--- config.mk ---
export PLATFORM = sky130hd
export DESIGN_NAME = fpec_flash_ctrl
export DESIGN_NICKNAME = d
export VERILOG_FILES = /design/src/fpec_flash_ctrl.v /design/src/fpec_op_timer.v
export VERILOG_INCLUDE_DIRS = /design/src /design/src/src
export SDC_FILE = /design/constraint.sdc
export NUM_CORES = 1
export LEC_CHECK = 0
export BUFFER_PORTS_ARGS = -buffer_cell sky130_fd_sc_hd__clkbuf_2
export CORE_MARGIN = 1
export CORE_UTILIZATION = 48
export CTS_BUF_LIST = sky130_fd_sc_hd__clkbuf_8
export CTS_CLUSTER_SIZE = 10
export DETAILED_ROUTE_END_ITERATION = 6
export HOLD_SLACK_MARGIN = 0.08
export PLACE_DENSITY = 0.83
export SLEW_MARGIN = 25
export SYNTH_ARGS = -nofsm -noshare
export SYNTH_HDL_FRONTEND = slang
export SYNTH_SLANG_ARGS = --single-unit
--- constraint.sdc ---
create_clock -name clk -period 4 [get_ports clk]
set_input_delay 1.2 -clock clk [delete_from_list [all_inputs] [get_ports clk]]
set_output_delay 1.2 -clock clk [all_outputs]
set_load 0.05 [all_outputs]
--- src/fpec_regs.vh ---
`ifndef FPEC_REGS_VH
`define FPEC_REGS_VH

// Register byte addresses
`define FPEC_ADDR_CTRL 12'h000
`define FPEC_ADDR_KEY 12'h004
`define FPEC_ADDR_IRQ_STAT 12'h008
`define FPEC_ADDR_IRQ_MASK 12'h00c
`define FPEC_ADDR_W 12

// flash_operation_control fields
`define FPEC_CTRL_START 15
`define FPEC_CTRL_ENABLE 14
`define FPEC_CTRL_ERROR 13
`define FPEC_CTRL_ERASE 6
`define FPEC_CTRL_OPSEL_HI 3
`define FPEC_CTRL_OPSEL_LO 0
`define FPEC_OPSEL_W 4
`define FPEC_CTRL_RESET 16'h0000

// Unlock key values
`define FPEC_KEY_FIRST 8'h55
`define FPEC_KEY_SECOND 8'haa
`define FPEC_KEY_W 8

// Interrupt status and mask bits
`define FPEC_IRQ_DONE 0
`define FPEC_IRQ_ERROR 1
`define FPEC_IRQ_W 2
`define FPEC_IRQ_RESET 2'h0

// Oscillator ticks per timed operation
`define FPEC_ROW_WRITE_TICKS 11064
`define FPEC_ERASE_TICKS 11064
`define FPEC_RC_FREQ_KHZ 7370
`define FPEC_TICK_W 14

// Unlock progress states
`define FPEC_KS_IDLE 2'h0
`define FPEC_KS_FIRST 2'h1
`define FPEC_KS_OPEN 2'h2

`endif

--- src/fpec_flash_ctrl.v ---
`timescale 1ns/1ps
`include "fpec_regs.vh"

// Function
// - Row write timed in RC oscillator ticks
// - Setting start bit 15 begins operation
// - Hardware clears start bit when finished
// - Key register write-only, gates start only
// - Control register selects erase, type, trigger
// - Error flag on bad start or abort
// - Start bit reads zero while idle
module fpec_flash_ctrl #(
	parameter ROW_WRITE_TICKS = `FPEC_ROW_WRITE_TICKS,
	parameter ERASE_TICKS = `FPEC_ERASE_TICKS
) (
	input wire clk,
	input wire rst_n,
	input wire psel,
	input wire penable,
	input wire pwrite,
	input wire [31:0] paddr,
	input wire [31:0] pwdata,
	output wire pready,
	output reg [31:0] prdata,
	output wire pslverr,
	input wire rcTick,
	input wire flashFault,
	output reg flashStart,
	output reg flashErase,
	output reg [`FPEC_OPSEL_W-1:0] flashOpSel,
	output wire flashBusy,
	output wire irq
);

	localparam [`FPEC_TICK_W-1:0] ROW_LIMIT = ROW_WRITE_TICKS;
	localparam [`FPEC_TICK_W-1:0] ERASE_LIMIT = ERASE_TICKS;

	// Control register fields
	reg startBit;
	reg enableBit;
	reg errorFlag;
	reg eraseBit;
	reg [`FPEC_OPSEL_W-1:0] opSel;

	// Unlock progress and interrupt state
	reg [1:0] keyState;
	reg [1:0] next_keyState;
	reg [`FPEC_IRQ_W-1:0] irqStatus;
	reg [`FPEC_IRQ_W-1:0] irqMask;

	wire timerDone;
	wire [`FPEC_TICK_W-1:0] timerLimit;

	// APB decode
	wire access = psel && penable;
	wire program_enable_bit = access && pwrite;
	wire rdEn = access && !pwrite;
	wire [`FPEC_ADDR_W-1:0] addr = paddr[`FPEC_ADDR_W-1:0];
	wire hitCtrl = (addr == `FPEC_ADDR_CTRL);
	wire hitKey = (addr == `FPEC_ADDR_KEY);
	wire hitStat = (addr == `FPEC_ADDR_IRQ_STAT);
	wire hitMask = (addr == `FPEC_ADDR_IRQ_MASK);
	wire mapped = hitCtrl || hitKey || hitStat || hitMask;

	// Zero wait states; unmapped addresses answer with an error
	assign pready = 1'b1;
	assign pslverr = access && !mapped;

	wire ctrlWrite = program_enable_bit && hitCtrl;
	wire keyWrite = program_enable_bit && hitKey;
	wire wantStart = ctrlWrite && pwdata[`FPEC_CTRL_START];
	wire newEnable = pwdata[`FPEC_CTRL_ENABLE];

	// Start is honoured only with enable set in the same write and an open key
	wire startOk = wantStart && newEnable && (keyState == `FPEC_KS_OPEN)
		&& !startBit;
	wire startBad = wantStart && !startOk;
	wire faultEnd = startBit && flashFault;

	// Unlock sequence: 0x55 then 0xAA, and the very next write must be the start
	always @* begin
		next_keyState = keyState;
		if (program_enable_bit) begin
			if (keyWrite) begin
				case (keyState)
					`FPEC_KS_IDLE: begin
						if (pwdata[`FPEC_KEY_W-1:0] == `FPEC_KEY_FIRST) begin
							next_keyState = `FPEC_KS_FIRST;
						end
					end
					`FPEC_KS_FIRST: begin
						if (pwdata[`FPEC_KEY_W-1:0] == `FPEC_KEY_SECOND) begin
							next_keyState = `FPEC_KS_OPEN;
						end else if (pwdata[`FPEC_KEY_W-1:0] == `FPEC_KEY_FIRST) begin
							next_keyState = `FPEC_KS_FIRST;
						end else begin
							next_keyState = `FPEC_KS_IDLE;
						end
					end
					`FPEC_KS_OPEN: begin
						// A new key write restarts the sequence
						if (pwdata[`FPEC_KEY_W-1:0] == `FPEC_KEY_FIRST) begin
							next_keyState = `FPEC_KS_FIRST;
						end else begin
							next_keyState = `FPEC_KS_IDLE;
						end
					end
					default: begin
						next_keyState = `FPEC_KS_IDLE;
					end
				endcase
			end else begin
				// Any other write breaks the consecutive requirement
				next_keyState = `FPEC_KS_IDLE;
			end
		end
	end

	always @(posedge clk or negedge rst_n) begin
		if (!rst_n) begin
			keyState <= `FPEC_KS_IDLE;
		end else begin
			keyState <= next_keyState;
		end
	end

	// Control register
	always @(posedge clk or negedge rst_n) begin
		if (!rst_n) begin
			startBit <= 1'b0;
			enableBit <= 1'b0;
			errorFlag <= 1'b0;
			eraseBit <= 1'b0;
			opSel <= {`FPEC_OPSEL_W{1'b0}};
		end else begin
			if (startOk) begin
				startBit <= 1'b1;
			end else if (timerDone || faultEnd) begin
				startBit <= 1'b0;
			end
			// Erase and op select are frozen while an operation runs; enable stays writable
			if (ctrlWrite && !startBit) begin
				enableBit <= newEnable;
				eraseBit <= pwdata[`FPEC_CTRL_ERASE];
				opSel <= pwdata[`FPEC_CTRL_OPSEL_HI:`FPEC_CTRL_OPSEL_LO];
			end else if (ctrlWrite) begin
				enableBit <= newEnable;
			end
			// Set wins over a software clear in the same cycle
			if (startBad || faultEnd) begin
				errorFlag <= 1'b1;
			end else if (ctrlWrite && !pwdata[`FPEC_CTRL_ERROR]) begin
				errorFlag <= 1'b0;
			end
		end
	end

	// Selections toward the flash array, latched at start
	always @(posedge clk or negedge rst_n) begin
		if (!rst_n) begin
			flashStart <= 1'b0;
			flashErase <= 1'b0;
			flashOpSel <= {`FPEC_OPSEL_W{1'b0}};
		end else begin
			flashStart <= startOk;
			if (startOk) begin
				flashErase <= pwdata[`FPEC_CTRL_ERASE];
				flashOpSel <= pwdata[`FPEC_CTRL_OPSEL_HI:`FPEC_CTRL_OPSEL_LO];
			end
		end
	end

	assign timerLimit = flashErase ? ERASE_LIMIT : ROW_LIMIT;

	// Timer runs alone once kicked; software plays no part in the duration
	fpec_op_timer uTimer (
		.clk(clk),
		.rst_n(rst_n),
		.start(flashStart),
		.abort(faultEnd),
		.rcTick(rcTick),
		.limit(timerLimit),
		.busy(),
		.done(timerDone)
	);

	assign flashBusy = startBit;

	// Interrupt status: write one to clear, set wins
	always @(posedge clk or negedge rst_n) begin
		if (!rst_n) begin
			irqStatus <= `FPEC_IRQ_RESET;
			irqMask <= `FPEC_IRQ_RESET;
		end else begin
			irqStatus[`FPEC_IRQ_DONE] <= timerDone || (irqStatus[`FPEC_IRQ_DONE]
				&& !(program_enable_bit && hitStat && pwdata[`FPEC_IRQ_DONE]));
			irqStatus[`FPEC_IRQ_ERROR] <= startBad || faultEnd || (irqStatus[`FPEC_IRQ_ERROR]
				&& !(program_enable_bit && hitStat && pwdata[`FPEC_IRQ_ERROR]));
			if (program_enable_bit && hitMask) begin
				irqMask <= pwdata[`FPEC_IRQ_W-1:0];
			end
		end
	end

	assign irq = |(irqStatus & irqMask);

	// Read data registered in the setup cycle, ready for the access cycle
	always @(posedge clk or negedge rst_n) begin
		if (!rst_n) begin
			prdata <= 32'h00000000;
		end else if (psel && !penable && !pwrite) begin
			prdata <= 32'h00000000;
			case (addr)
				`FPEC_ADDR_CTRL: begin
					prdata[`FPEC_CTRL_START] <= startBit;
					prdata[`FPEC_CTRL_ENABLE] <= enableBit;
					prdata[`FPEC_CTRL_ERROR] <= errorFlag;
					prdata[`FPEC_CTRL_ERASE] <= eraseBit;
					prdata[`FPEC_CTRL_OPSEL_HI:`FPEC_CTRL_OPSEL_LO] <= opSel;
				end
				`FPEC_ADDR_IRQ_STAT: begin
					prdata[`FPEC_IRQ_W-1:0] <= irqStatus;
				end
				`FPEC_ADDR_IRQ_MASK: begin
					prdata[`FPEC_IRQ_W-1:0] <= irqMask;
				end
				default: begin
					// Key register is write-only and reads zero
					prdata <= 32'h00000000;
				end
			endcase
		end
	end

endmodule // fpec_flash_ctrl

--- src/fpec_op_timer.v ---
`timescale 1ns/1ps
`include "fpec_regs.vh"

// Counts internal RC oscillator ticks for one timed operation.
module fpec_op_timer (
	input wire clk,
	input wire rst_n,
	input wire start,
	input wire abort,
	input wire rcTick,
	input wire [`FPEC_TICK_W-1:0] limit,
	output reg busy,
	output reg done
);

	reg [`FPEC_TICK_W-1:0] count;

	always @(posedge clk or negedge rst_n) begin
		if (!rst_n) begin
			busy <= 1'b0;
			done <= 1'b0;
			count <= {`FPEC_TICK_W{1'b0}};
		end else begin
			done <= 1'b0;
			if (abort) begin
				busy <= 1'b0;
				count <= {`FPEC_TICK_W{1'b0}};
			end else if (start && !busy) begin
				busy <= 1'b1;
				count <= {`FPEC_TICK_W{1'b0}};
			end else if (busy && rcTick) begin
				// Duration tracks the oscillator, not the bus clock
				if (count == limit - 1'b1) begin
					busy <= 1'b0;
					done <= 1'b1;
				end else begin
					count <= count + 1'b1;
				end
			end
		end
	end

endmodule // fpec_op_timer

======== Word-level counts from Yosys, hierarchy flattened ========
Index checks and enable logic that the tools add are counted.
operators by class
  add/sub/neg operators ................... 1
  equality and inequality tests ........... 10
  reductions and logical operators ........ 50
  mux-type cells .......................... 27
  bitwise operators ....................... 1
operators by type and width
  operator                                               count
  two-way mux 14 bit                                     4
  equality test 12 x 4 -> 1 bit (second input constant)  2
  logical AND 1 bit                                      23
  two-way mux 1 bit                                      16
  adder 14 x 1 -> 14 bit (second input constant)         1
  equality test 14 bit (second input constant)           1
  equality test 12 x 3 -> 1 bit (second input constant)  1
  zero test 12 bit                                       1
  case mux 2 bit (3 select lines)                        2
  zero test 1 bit                                        9
  equality test 8 x 7 -> 1 bit (second input constant)   1
  equality test 8 bit (second input constant)            1
  two-way mux 2 bit                                      4
  logical OR 1 bit                                       7
  AND reduction 2 bit                                    3
  nonzero test 2 bit                                     3
  nonzero test 3 bit                                     2
  two-way mux 3 bit                                      1
  != test 3 x 2 -> 1 bit (second input constant)         1
  != test 3 bit (second input constant)                  1
  bitwise AND 2 bit                                      1
  equality test 2 x 1 -> 1 bit (second input constant)   1
  equality test 2 bit (second input constant)            1
  zero test 2 bit                                        1
  OR reduction 2 bit                                     1
word-level totals
  register bits ........................... 44
  word-level logic and storage cells ...... 104
  output and inout bits ................... 42
  input bits .............................. 71

======== Depth between registers and ports, before layout ========
Gate-level depths: netlist (run 1).
  word-level depth ........................ 11
  gate-level depth with buffers ........... 5
  gate-level depth less buffers ........... 5

======== By module ========
Synthesis (run 1) repeated with hierarchy kept, for this count alone.
unflattened totals
  cells, all modules ...................... 329
  area total of the unflattened synthesis .. 3206.8 sq um
by module, submodules not included
  module           times used  sequential area each (sq um)  area each (sq um)  cells each
  fpec_op_timer    1           400.4                         1630.3             187
  fpec_flash_ctrl  1           700.7                         1576.5             142

======== Worst setup path after synthesis (run 1) ========
No wires, ideal clock.
  kind .................................... input to output
  start point ............................. in paddr[7]
  end point ............................... out pslverr
  data arrival time ....................... 2.552 ns
  buffers on the path ..................... 1
  data required time ...................... 2.800 ns
  stages on the path ...................... 4
  path slack .............................. 0.248 ns
  cells stage by stage .................... or4_4 or3_1 buf_6 and3_2
between the ends
  longest elaborated chain between the ends .. 6
  elaborated cells between the ends (all ways) .. 9
  those cells by class .................... 3 x eq/ne; 6 x reduce/logical
ends and longest elaborated chain
  item                                                                                line                  source
  from (decl)                                                                         fpec_flash_ctrl.v:21  input wire [31:0] paddr,
  equality test 12 x 3 -> 1 bit (no line) / zero test 12 bit (equally long branches)  n/a
  logical OR 1 bit (2 in series)                                                      fpec_flash_ctrl.v:63  wire mapped = hitCtrl || hitKey || hitStat || hitMask;
  logical OR 1 bit *                                                                  fpec_flash_ctrl.v:63
  zero test 1 bit *                                                                   fpec_flash_ctrl.v:67  assign pslverr = access && !mapped;
  logical AND 1 bit *                                                                 fpec_flash_ctrl.v:67
  to (decl)                                                                           fpec_flash_ctrl.v:25  output wire pslverr,
Mark *: on every way between the ends. The rest lies on a longest branch, timed or not.

======== Final worst setup path (run 1) ========
Ends and elaborated chain as after synthesis.

==> metrics.md, run 1 <==
| Metric | Value |
|---|---|
| Antenna Diode Count | `0` |
| First DRT Iteration DRCs | `124` |
| RSZ-0062 raised after global routing | `no` |
| Final setup vio count | `0` |
| Number of buffers on the longest clock path | `2` |
| Global-route wire length before repair | `7672 microns` |
| Post-Synth Simple-Gate Area | `22.13%` |
| Type of destination of the critical path | `primary output` |
| Multiplexer share of the synthesized area | `7.235%` |
| Count of nets left with antenna violations after detail routing | `0` |
| Clk_lat worst skew | `0.29 ns` |
| Kind of path behind the tightest hold check | `reg2reg` |
| Compound-cell area share of the yosys netlist | `9.057%` |
| Number of hold violations in the final report | `0` |
| Total routing resource utilization after global routing | `19.27%` |
| Clock root buffer | `clkbuf_8` |
| Antenna violations before repair | `0` |
| Crit path launch type | `input port` |
| Count of standard-cell rows | `25` |
| Vias | `1785` |
| Number of top-level pins | `113` |
| Vias in the first global route | `1636` |
| TritonCTS clock tree | `built` |
| Fin util | `55.68%` |
| Total of max-cap violations | `0` |
| IR Drop Worst-Case VDD | `0.1205 mV` |
| Xor and xnor area share after synthesis | `3.751%` |
| Quantity of hold-fixing buffers added after cts | `0` |
| Clock sink total | `44` |
| Synthesized area per cell | `10.66 sq um` |
| Final routed wirelength across all metal layers | `4591 microns` |
| Final period utilization | `98.21%` |
| Pwr per Cell Area | `317.1 mW/mm^2` |
| Via-per-instance ratio | `5.526` |
| I/O Buffers | `46` |
| Area share of fa/ha/maj cells after synthesis | `0.5359%` |
| Residual DRC count | `0` |
| Gate count of the mapped netlist | `219` |
| Chip Width | `71.74 microns` |
| Vertical extent of the die | `71.74 microns` |
| Required arrival time at the worst endpoint | `2.80 ns` |
| Pre-antenna DRT Iters | `4` |
| Area of the core | `0.004692 sq mm` |
| Wire length per cell | `14.21 microns` |
| Synthesis-stage register bit count | `44` |
| Data arrival time at the worst-slack endpoint | `2.73 ns` |
| Max-slew violation count | `0` |
| Most common cell after layout, fill and taps aside | `clkbuf_2` |
| Kind of critical path | `in2out` |
| Aggregate global routing overflow | `0` |
| Placed wire-length estimate after detailed placement | `3414 microns` |
| Total number of H-tree levels | `2` |
| FILL cells | `406` |
| Most used cells in the layout excluding fill and tap cells | `clkbuf_2, dfrtp_1, conb_1, nor2_1, nand2_1` |
| Setup TNS Final | `0 ns` |
| Total clock buffers created by CTS | `5` |
| Combinational family with the most area after synthesis | `simple AND/OR/NAND/NOR gates` |
| Period minus WS final | `3.928 ns` |
| Layout cell share with drive strength beyond 1 | `26.02%` |
| Highest clock rate | `254.6 MHz` |
| Final clock skew | `0.003046 ns` |
| Number of buffers inserted to repair setup after CTS | `0` |
| Pin count of the biggest net entering global routing | `45` |
| Post-synthesis sequential area ratio | `47.16%` |
| Die area | `0.005147 sq mm` |
| Run status | `complete, no violations` |
| Final layout net count | `340` |
| Post-CTS Resized | `0` |
| Post-Syn Area | `0.002335 sq mm` |
| Worst slew pin tran | `0.7021 ns` |
| Largest driver fanout on the critical path | `4` |
| Netlist cell types | `44` |
| Area growth from synthesis to layout | `11.90%` |
| Leak | `1.324 nW` |
| Rel. slew slack | `52.58%` |
| Yosys warns | `0` |
| Last weighted congestion value of the routability-driven placer | `0.8489` |
| Effective utilization at floorplan | `49.76%` |
| Clock transition time at the flip-flop clock pins of the worst setup and hold paths | `0.08 ns` |
-- layer usage --
metal	track usage (%)	part of all wire (%)	up-vias
li1	-	-	840
met3	4.219	4.8	9
met4	6.318	1.9	0
met1	25.76	44	867
met5	0	0	-
met2	31.34	49	69
-- path summary, 6_finish.rpt --
kind / from / end / cells past startpoint / slack, ns
worst max-delay path: paddr[7] / pslverr / 5 / 0.07
worst min-delay path: uTimer.done$_DFF_PN0_ / irqStatus[0]$_DFF_PN0_ / 1 / 0.48
worst max register to register: uTimer.count[0]$_DFFE_PN0P_ / uTimer.count[2]$_DFFE_PN0P_ / 5 / 2.09
worst min register to register: uTimer.done$_DFF_PN0_ / irqStatus[0]$_DFF_PN0_ / 1 / 0.48
max in group asynchronous: rst_n / prdata[3]$_DFFE_PN0P_ / 1 / 2.68
min in group asynchronous: rst_n / flashStart$_DFF_PN0_ / 1 / 0.93
-- cells in the mapped netlist (all sizes together) --
master	instances	area (sq um)
nand2b	1	6.260
nor2b	2	12.51
xnor2	9	78.83
inv	6	22.52
a21o	1	7.510
nand3	8	40.04
and4	1	8.760
a211o	2	17.52
o21ai	2	10.01
o22ai	1	6.260
or4bb	1	11.26
nand4bb	1	11.26
clkbuf	2	7.510
o31ai	6	55.05
a22o	7	61.31
a21oi	1	5.000
o21a	1	7.510
o32ai	1	8.760
or3	3	18.77
nor4bb	1	10.01
mux2	15	168.9
or4	4	45.04
nor4	8	65.06
a22oi	2	15.01
nor2	18	67.56
ha	1	12.51
nand4	7	43.79
and2	1	6.260
and3	3	20.02
conb	2	7.510
xor2	1	8.760
nor3	7	57.55
buf	26	198.9
nand2	18	67.56
a41oi	2	17.52
and4bb	1	12.51
dfrtp	44	1101
or2	2	12.51
-- cell families after synthesis --
family,Yosys count
AO/OA/AOI/OAI,26
XOR/XNOR,10
adder cells (fa/ha/maj),1
buffers and inverters,34
flip-flops,44
multiplexers,15
other,2
AND/OR/NAND/NOR,87
-- layout make-up --
class	count	area [sq um]	area share (%)
timing repair buffer	47	240.2	9.195
tap	54	67.56	2.586
sequential	44	1101	42.15
clock inverter	2	7.507	0.2874
multi-input combinational	164	1091	41.76
inverter	6	22.52	0.8621
clock buffer	6	82.58	3.161
-- registers in the layout (all words and copies together), names as in the netlist, 2 cells and up --
signal,cells
uTimer.count,14
flashOpSel,4
keyState,2
irqStatus,2
opSel,4
prdata,8
irqMask,2
-- worst max-delay path, stage by stage --
cell,delay [ns]
clkbuf_2,0.08
or4_4,0.55
or3_1,0.42
and3_2,0.25
clkbuf_2,0.23
-- where the power goes --
group	internal, W	switching (W)	total (W)
combinational	0.0000193	0.0000821	0.000101
clock	0.000136	0.000139	0.000275
sequential	0.000449	0.00000373	0.000452
total	0.000604	0.000225	0.000829
-- through the flow --
stage	instance area (sq um)	worst slack [ns]	total power, W	instances	hold slack, ns
final	2613	0.07175	0.0008286	323	0.4830
after global routing	2613	0.04411	0.0008596	323	0.4990
after CTS	2613	0.07703	0.0008327	323	0.4762
after detailed placement	2522	0.07649	0.0005622	315	0.4619
after global placement	2520	0.07838	0.0005606	315	0.4634
after floorplan	2421	0.2485	0.0005485	242	0.4284
Note: power is estimated with default switching activity, not from simulation.
==> run 2, diff against run 1 <==
CORE_UTILIZATION = 51   (was 48)
PLACE_DENSITY = 0.87   (was 0.83)
clock period = 4.94 ns   (was 4 ns; I/O delays follow)
==> run 2 against run 1 <==
Clock power shrank 3%; final cell count shrank 0.62%; sequential share of layout area decreased by 0.24 points; total power down 14%; highest routed layer unchanged; critical path depth is the same; die area decreased by 5.7%; clock skew up 0.0042 ns; first-iteration DRC count up 31%; critical path type unchanged; worst setup slack better by 0.39 ns; via count fell by 0.28%.
==> metrics.md, run 2 (synthesized netlist as in run 1, its figures left out) <==
| Metric | Value |
|---|---|
| Run status | `complete, no violations (unchanged)` |
| Required arrival time at the worst endpoint | `3.46 ns (was 2.80 ns)` |
| Global-route wire length before repair | `7866 microns (was 7672 microns)` |
| Pwr per Cell Area | `272.6 mW/mm^2 (was 317.1 mW/mm^2)` |
| Total net switching power | `0.0001895 W (was 0.0002249 W)` |
| Most common cell after layout, fill and taps aside | `clkbuf_2 (unchanged)` |
| Non-Filler Cell Area, Final | `0.002628 sq mm (was 0.002613 sq mm)` |
| Antenna violations before repair | `0 (unchanged)` |
| Effective utilization at floorplan | `53.25% (was 49.76%)` |
| Final setup vio count | `0 (unchanged)` |
| Setup TNS Final | `0 ns (unchanged)` |
| Sw Ratio | `26.45% (was 27.14%)` |
| Quantity of hold-fixing buffers added after cts | `0 (unchanged)` |
| Total number of H-tree levels | `2 (unchanged)` |
| Wire length per cell | `14.79 microns (was 14.21 microns)` |
| Data arrival time at the worst-slack endpoint | `3.00 ns (was 2.73 ns)` |
| Most used cells in the layout excluding fill and tap cells | `clkbuf_2, dfrtp_1, conb_1, nor2_1, nand2_1 (unchanged)` |
| Final period utilization | `90.65%` |
| Final clock skew | `0.007243 ns (was 0.003046 ns)` |
| Last weighted congestion value of the routability-driven placer | `0.8193 (was 0.8489)` |
| Number of top-level pins | `113 (unchanged)` |
| IR Drop Worst-Case VDD | `0.1200 mV (was 0.1205 mV)` |
| Hold Path Cell Cnt | `1 (unchanged)` |
| Area after detailed placement | `0.002520 sq mm (was 0.002522 sq mm)` |
| RSZ-0062 raised after global routing | `no (unchanged)` |
| Placed wire-length estimate after detailed placement | `3540 microns (was 3414 microns)` |
| Clock root buffer | `clkbuf_8 (unchanged)` |
| Count of nets left with antenna violations after detail routing | `0 (unchanged)` |
| Aggregate global routing overflow | `0 (unchanged)` |
| Worst slew pin tran | `0.6544 ns (was 0.7021 ns)` |
| Vertical extent of the die | `69.66 microns (was 71.74 microns)` |
| Relative contribution of sequential cells to total power | `51.2% (was 54.6%)` |
| Highest clock rate | `223.3 MHz` |
| Internal power | `0.0005268 W (was 0.0006037 W)` |
| Logic gate share of total power | `11.4% (was 12.2%)` |
| Final routed wirelength across all metal layers | `4749 microns (was 4591 microns)` |
| Clock sink total | `44 (unchanged)` |
| Worst-path cell chain | `clkbuf_2 -> or4_4 -> or3_1 -> and3_2 -> clkbuf_2 (unchanged)` |
| Dominant delay contributor by cell family on the critical path | `simple AND/OR/NAND/NOR gates (unchanged)` |
| Kind of critical path | `in2out (unchanged)` |
| Number of hold violations in the final report | `0 (unchanged)` |
| TritonCTS clock tree | `built (unchanged)` |
| Chip Width | `69.66 microns (was 71.74 microns)` |
| Count of standard-cell rows | `24 (was 25)` |
| Die area | `0.004853 sq mm (was 0.005147 sq mm)` |
| Leak | `1.329 nW (was 1.324 nW)` |
| Clock network power share | `37.4% (was 33.2%)` |
| Via-per-instance ratio | `5.545 (was 5.526)` |
| CP dominant cell by count | `clkbuf_2 (unchanged)` |
| Type of destination of the critical path | `primary output (unchanged)` |
| Layout cell share with drive strength beyond 1 | `26.39% (was 26.02%)` |
| Stage delay of the slowest cell on the critical path | `0.55 ns (about the same)` |
| Total clock buffers created by CTS | `5 (unchanged)` |
| Sink of the worst hold path | `flashOpSel[2]$_DFFE_PN0P_ (was irqStatus[0]$_DFF_PN0_)` |
| Registers with the most flip-flops | `uTimer.count (14), prdata (8) (unchanged)` |
| Fin util | `59.93% (was 55.68%)` |
| Antenna Diode Count | `0 (unchanged)` |
| Start point of the worst min-delay path | `flashOpSel[2]$_DFFE_PN0P_ (was uTimer.done$_DFF_PN0_)` |
| Kind of path behind the tightest hold check | `reg2reg (unchanged)` |
| Clock transition time at the flip-flop clock pins of the worst setup and hold paths | `0.08 ns (about the same)` |
| Number of placed instances with taps included | `313 (was 315)` |
| Period minus WS final | `4.478 ns` |
| Total routing resource utilization after global routing | `20.81% (was 19.27%)` |
| Area growth from synthesis to layout | `12.54% (was 11.90%)` |
| Pre-antenna DRT Iters | `4 (unchanged)` |
| Post-CTS Resized | `0 (unchanged)` |
| Combined area of the multi-input logic cells | `0.001091 sq mm (unchanged)` |
| FILL cells | `357 (was 406)` |
| Final layout net count | `340 (unchanged)` |
| Residual DRC count | `0 (unchanged)` |
| Number of flip-flops in the largest register | `14 (unchanged)` |
| Worst reg2reg path startpoint | `uTimer.count[0]$_DFFE_PN0P_ (unchanged)` |
| Pin count of the biggest net entering global routing | `45 (unchanged)` |
| Total of max-cap violations | `0 (unchanged)` |
| Crit path buf inv count | `2 (unchanged)` |
| Rel. slew slack | `55.80% (was 52.58%)` |
| Crit path launch type | `input port (unchanged)` |
| Capturing point of the worst reg2reg path | `uTimer.count[3]$_DFFE_PN0P_ (was uTimer.count[2]$_DFFE_PN0P_)` |
| Slowest library cell on the worst path | `or4_4 (unchanged)` |
| Clk_lat worst skew | `0.30 ns (was 0.29 ns)` |
| Register Area | `0.001101 sq mm (unchanged)` |
| Final std cells w/o fill | `321 (was 323)` |
| Max-slew violation count | `0 (unchanged)` |
| First DRT Iteration DRCs | `163 (was 124)` |
| Largest driver fanout on the critical path | `4 (unchanged)` |
| Most flops, register | `uTimer.count (unchanged)` |
| Vias in the first global route | `1690 (was 1636)` |
| Area of the core | `0.004384 sq mm (was 0.004692 sq mm)` |
| FF-to-FF path depth | `5 (unchanged)` |
| Worst-case register-to-register setup slack | `3.05 ns (was 2.09 ns)` |
| I/O Buffers | `46 (unchanged)` |
| Vias | `1780 (was 1785)` |
| Number of buffers inserted to repair setup after CTS | `0 (unchanged)` |
| Number of buffers on the longest clock path | `2 (unchanged)` |
run 2: changes by cell type in the layout (fill, tap and decap cells not counted):
cell | before | now
clkbuf_8 | 6 | 5
inv_1 | 8 | 7
clkinv_2 | 0 | 1
bufinv_16 | 0 | 1
run 2: worst max-delay path by stage:
| stage | endpoint | depth (start not counted) | startpoint | slack [ns] |
|---|---|---|---|---|
| 3_3_place_gp | pslverr | 5 | paddr[7] | 0.47 |
| 6_report | pslverr | 5 | paddr[7] | 0.46 |
| 5_1_grt | pslverr | 5 | paddr[7] | 0.44 |
| 2_1_floorplan | pslverr | 4 | paddr[7] | 0.62 |
| 4_1_cts | pslverr | 5 | paddr[7] | 0.47 |
| 3_5_place_dp | pslverr | 5 | paddr[7] | 0.47 |
run 2: metal layers:
metal,global-route usage (%),wire length [microns],part of all wire [%]
met5,0,0,0
met3,5.523,261,5.5
met4,7.778,112,2.4
met1,26.48,2058,43
met2,34.09,2316,49
run 2: per-stage QoR:
| stage | hold slack (ns) | setup WS [ns] | power, W |
|---|---|---|---|
| floorplan | 0.4284 | 0.6245 | 0.0004441 |
| global placement | 0.4679 | 0.4736 | 0.0004534 |
| detailed placement | 0.4748 | 0.4675 | 0.0004554 |
| CTS | 0.4881 | 0.4697 | 0.0007194 |
| global route | 0.5039 | 0.4369 | 0.0007422 |
| finish | 0.4919 | 0.4619 | 0.0007163 |
run 2: area by class of cell:
type / instances / share of cell area [%]
clock buffers: 5 / 2.619
repair buffers: 47 / 9.143
clock inverters: 3 / 1.476
well taps: 52 / 2.476
inverters: 6 / 0.8571
multi-input cells: 164 / 41.52
flip-flops and latches: 44 / 41.90
run 2: power by group through the flow:
stage               clock [W]  sequential [W]  combinational (W)
floorplan                   0        0.000373          0.0000714
global placement            0        0.000373          0.0000803
detailed placement          0        0.000374          0.0000819
CTS                  0.000271        0.000366          0.0000823
global route         0.000288        0.000367          0.0000878
finish               0.000268        0.000366          0.0000820
run 2: worst register-to-register path, cell delays in order, from the launching register on:
cell     delay (ns)
dfrtp_1        0.42
ha_1           0.27
and4_1         0.25
a41oi_1        0.58
a211o_1        0.22
nand2_1        0.05
==> run 3, diff against run 2 <==
MAX_ROUTING_LAYER = met4   (was not set)
==> run 3 against run 2 <==
Final cell count stayed put; hold slack worse by 0.0035 ns; maximum frequency hardly changed; critical path depth stayed put; sequential power hardly changed; design area stayed put; via count is 0.79% higher.
==> metrics.md, run 3 (synthesized netlist as in run 1, its figures left out) <==
| Metric | Value |
|---|---|
| Kind of critical path | `in2out (unchanged)` |
| Residual DRC count | `0 (unchanged)` |
| Clock transition time at the flip-flop clock pins of the worst setup and hold paths | `0.08 ns (about the same)` |
| Number of top-level pins | `113 (unchanged)` |
| Hold Path Cell Cnt | `1 (unchanged)` |
| Number of flip-flops in the largest register | `14 (unchanged)` |
| Antenna violations before repair | `0 (unchanged)` |
| Worst reg2reg path startpoint | `uTimer.count[0]$_DFFE_PN0P_ (unchanged)` |
| Quantity of hold-fixing buffers added after cts | `0 (unchanged)` |
| Aggregate global routing overflow | `0 (unchanged)` |
| Final Total Pwr | `0.0007174 W (was 0.0007163 W)` |
| Worst slew pin tran | `0.6370 ns (was 0.6544 ns)` |
| Highest clock rate | `223.5 MHz (was 223.3 MHz)` |
| Sink of the worst hold path | `irqStatus[0]$_DFF_PN0_ (was flashOpSel[2]$_DFFE_PN0P_)` |
| Worst-case register-to-register setup slack | `3.06 ns (was 3.05 ns)` |
| Largest driver fanout on the critical path | `4 (unchanged)` |
| TritonCTS clock tree | `built (unchanged)` |
| Slowest library cell on the worst path | `or4_4 (unchanged)` |
| Crit path buf inv count | `2 (unchanged)` |
| Start point of the worst min-delay path | `uTimer.done$_DFF_PN0_ (was flashOpSel[2]$_DFFE_PN0P_)` |
| Leak | `1.329 nW (unchanged)` |
| Die area | `0.004853 sq mm (unchanged)` |
| Run status | `complete, no violations (unchanged)` |
| Setup TNS Final | `0 ns (unchanged)` |
| Clock sink total | `44 (unchanged)` |
| CP dominant cell by count | `clkbuf_2 (unchanged)` |
| FILL cells | `357 (unchanged)` |
| Clock root buffer | `clkbuf_8 (unchanged)` |
| Placed wire-length estimate after detailed placement | `3540 microns (unchanged)` |
| Most common cell after layout, fill and taps aside | `clkbuf_2 (unchanged)` |
| IR Drop Worst-Case VDD | `0.1202 mV (was 0.1200 mV)` |
| Most used cells in the layout excluding fill and tap cells | `clkbuf_2, dfrtp_1, conb_1, nor2_1, nand2_1 (unchanged)` |
| Count of standard-cell rows | `24 (unchanged)` |
| Register Area | `0.001101 sq mm (unchanged)` |
| Combined area of the multi-input logic cells | `0.001091 sq mm (unchanged)` |
| Number of buffers on the longest clock path | `2 (unchanged)` |
| Total routing resource utilization after global routing | `21.38% (was 20.81%)` |
| Registers with the most flip-flops | `uTimer.count (14), prdata (8) (unchanged)` |
| Pre-antenna DRT Iters | `4 (unchanged)` |
| Wire length per cell | `14.76 microns (was 14.79 microns)` |
| Final clock skew | `0.007712 ns (was 0.007243 ns)` |
| Pin count of the biggest net entering global routing | `45 (unchanged)` |
| Final setup vio count | `0 (unchanged)` |
| Last weighted congestion value of the routability-driven placer | `0.8315 (was 0.8193)` |
| Number of buffers inserted to repair setup after CTS | `0 (unchanged)` |
| Clk_lat worst skew | `0.30 ns (about the same)` |
| Layout cell share with drive strength beyond 1 | `26.39% (unchanged)` |
| Antenna Diode Count | `0 (unchanged)` |
| First DRT Iteration DRCs | `171 (was 163)` |
| Effective utilization at floorplan | `53.25% (unchanged)` |
| Area growth from synthesis to layout | `12.54% (unchanged)` |
| Area of the core | `0.004384 sq mm (unchanged)` |
| Number of hold violations in the final report | `0 (unchanged)` |
| Via-per-instance ratio | `5.589 (was 5.545)` |
| Max-slew violation count | `0 (unchanged)` |
| Most flops, register | `uTimer.count (unchanged)` |
| Crit path launch type | `input port (unchanged)` |
| Vias | `1794 (was 1780)` |
| Chip Width | `69.66 microns (unchanged)` |
| Final routed wirelength across all metal layers | `4739 microns (was 4749 microns)` |
| Dominant delay contributor by cell family on the critical path | `simple AND/OR/NAND/NOR gates (unchanged)` |
| Global-route wire length before repair | `7859 microns (was 7866 microns)` |
| Kind of path behind the tightest hold check | `reg2reg (unchanged)` |
| Type of destination of the critical path | `primary output (unchanged)` |
| Rel. slew slack | `56.97% (was 55.80%)` |
| Final period utilization | `90.58% (was 90.65%)` |
| Total number of H-tree levels | `2 (unchanged)` |
| Fin util | `59.93% (unchanged)` |
| Post-CTS Resized | `0 (unchanged)` |
| I/O Buffers | `46 (unchanged)` |
| RSZ-0062 raised after global routing | `no (unchanged)` |
| Worst-path cell chain | `clkbuf_2 -> or4_4 -> or3_1 -> and3_2 -> clkbuf_2 (unchanged)` |
| Vertical extent of the die | `69.66 microns (unchanged)` |
| Stage delay of the slowest cell on the critical path | `0.55 ns (about the same)` |
| Total of max-cap violations | `0 (unchanged)` |
| FF-to-FF path depth | `5 (unchanged)` |
| Data arrival time at the worst-slack endpoint | `2.99 ns (was 3.00 ns)` |
| Final layout net count | `340 (unchanged)` |
| Required arrival time at the worst endpoint | `3.46 ns (about the same)` |
| Capturing point of the worst reg2reg path | `uTimer.count[3]$_DFFE_PN0P_ (unchanged)` |
| Period minus WS final | `4.475 ns (was 4.478 ns)` |
| Vias in the first global route | `1691 (was 1690)` |
| Count of nets left with antenna violations after detail routing | `0 (unchanged)` |
| Total clock buffers created by CTS | `5 (unchanged)` |
| Pwr per Cell Area | `273.0 mW/mm^2 (was 272.6 mW/mm^2)` |
## run 3: cell counts in the layout (fill, tap and decap cells not counted)
No cell type changed its count.
## run 3: routing by layer
layer	GRT usage (%)	vias up	share of wire [%]
li1	-	839	-
met1	26.29	857	43
met2	34.20	87	49
met3	5.523	11	6.3
met4	7.778	0	1.7
met5	-	-	0
## run 3: where the power goes
group          switching, W  leakage (nW)  total (W)  internal [W]
sequential       0.00000322         0.606   0.000366      0.000363
combinational     0.0000665         0.664  0.0000821     0.0000156
clock              0.000121        0.0593   0.000269      0.000148
## run 3: metrics by stage
step                hold WS [ns]  cell area, sq um  setup WS (ns)  instances
floorplan                 0.4284              2421         0.6245        242
global placement          0.4679              2517         0.4736        313
detailed placement        0.4748              2520         0.4675        313
CTS                       0.4881              2628         0.4697        321
global route              0.5039              2628         0.4369        321
finish                    0.4884              2628         0.4652        321
## run 3: worst max-delay path by stage
stage	start	to	slack, ns	cells past startpoint
2_1_floorplan	paddr[7]	pslverr	0.62	4
3_3_place_gp	paddr[7]	pslverr	0.47	5
3_5_place_dp	paddr[7]	pslverr	0.47	5
4_1_cts	paddr[7]	pslverr	0.47	5
5_1_grt	paddr[7]	pslverr	0.44	5
6_report	paddr[7]	pslverr	0.47	5
## run 3: worst reg2reg max path: stages, from the launching register on
cell and delay [ns]:
dfrtp_1 0.42, ha_1 0.27, and4_1 0.25, a41oi_1 0.57, a211o_1 0.21, nand2_1 0.05
## run 3: area by class of cell
cell class,instances,area share [%]
clock buffer,5,2.619
sequential,44,41.90
multi-input combinational,164,41.52
timing repair buffer,47,9.143
clock inverter,3,1.476
tap,52,2.476
inverter,6,0.8571
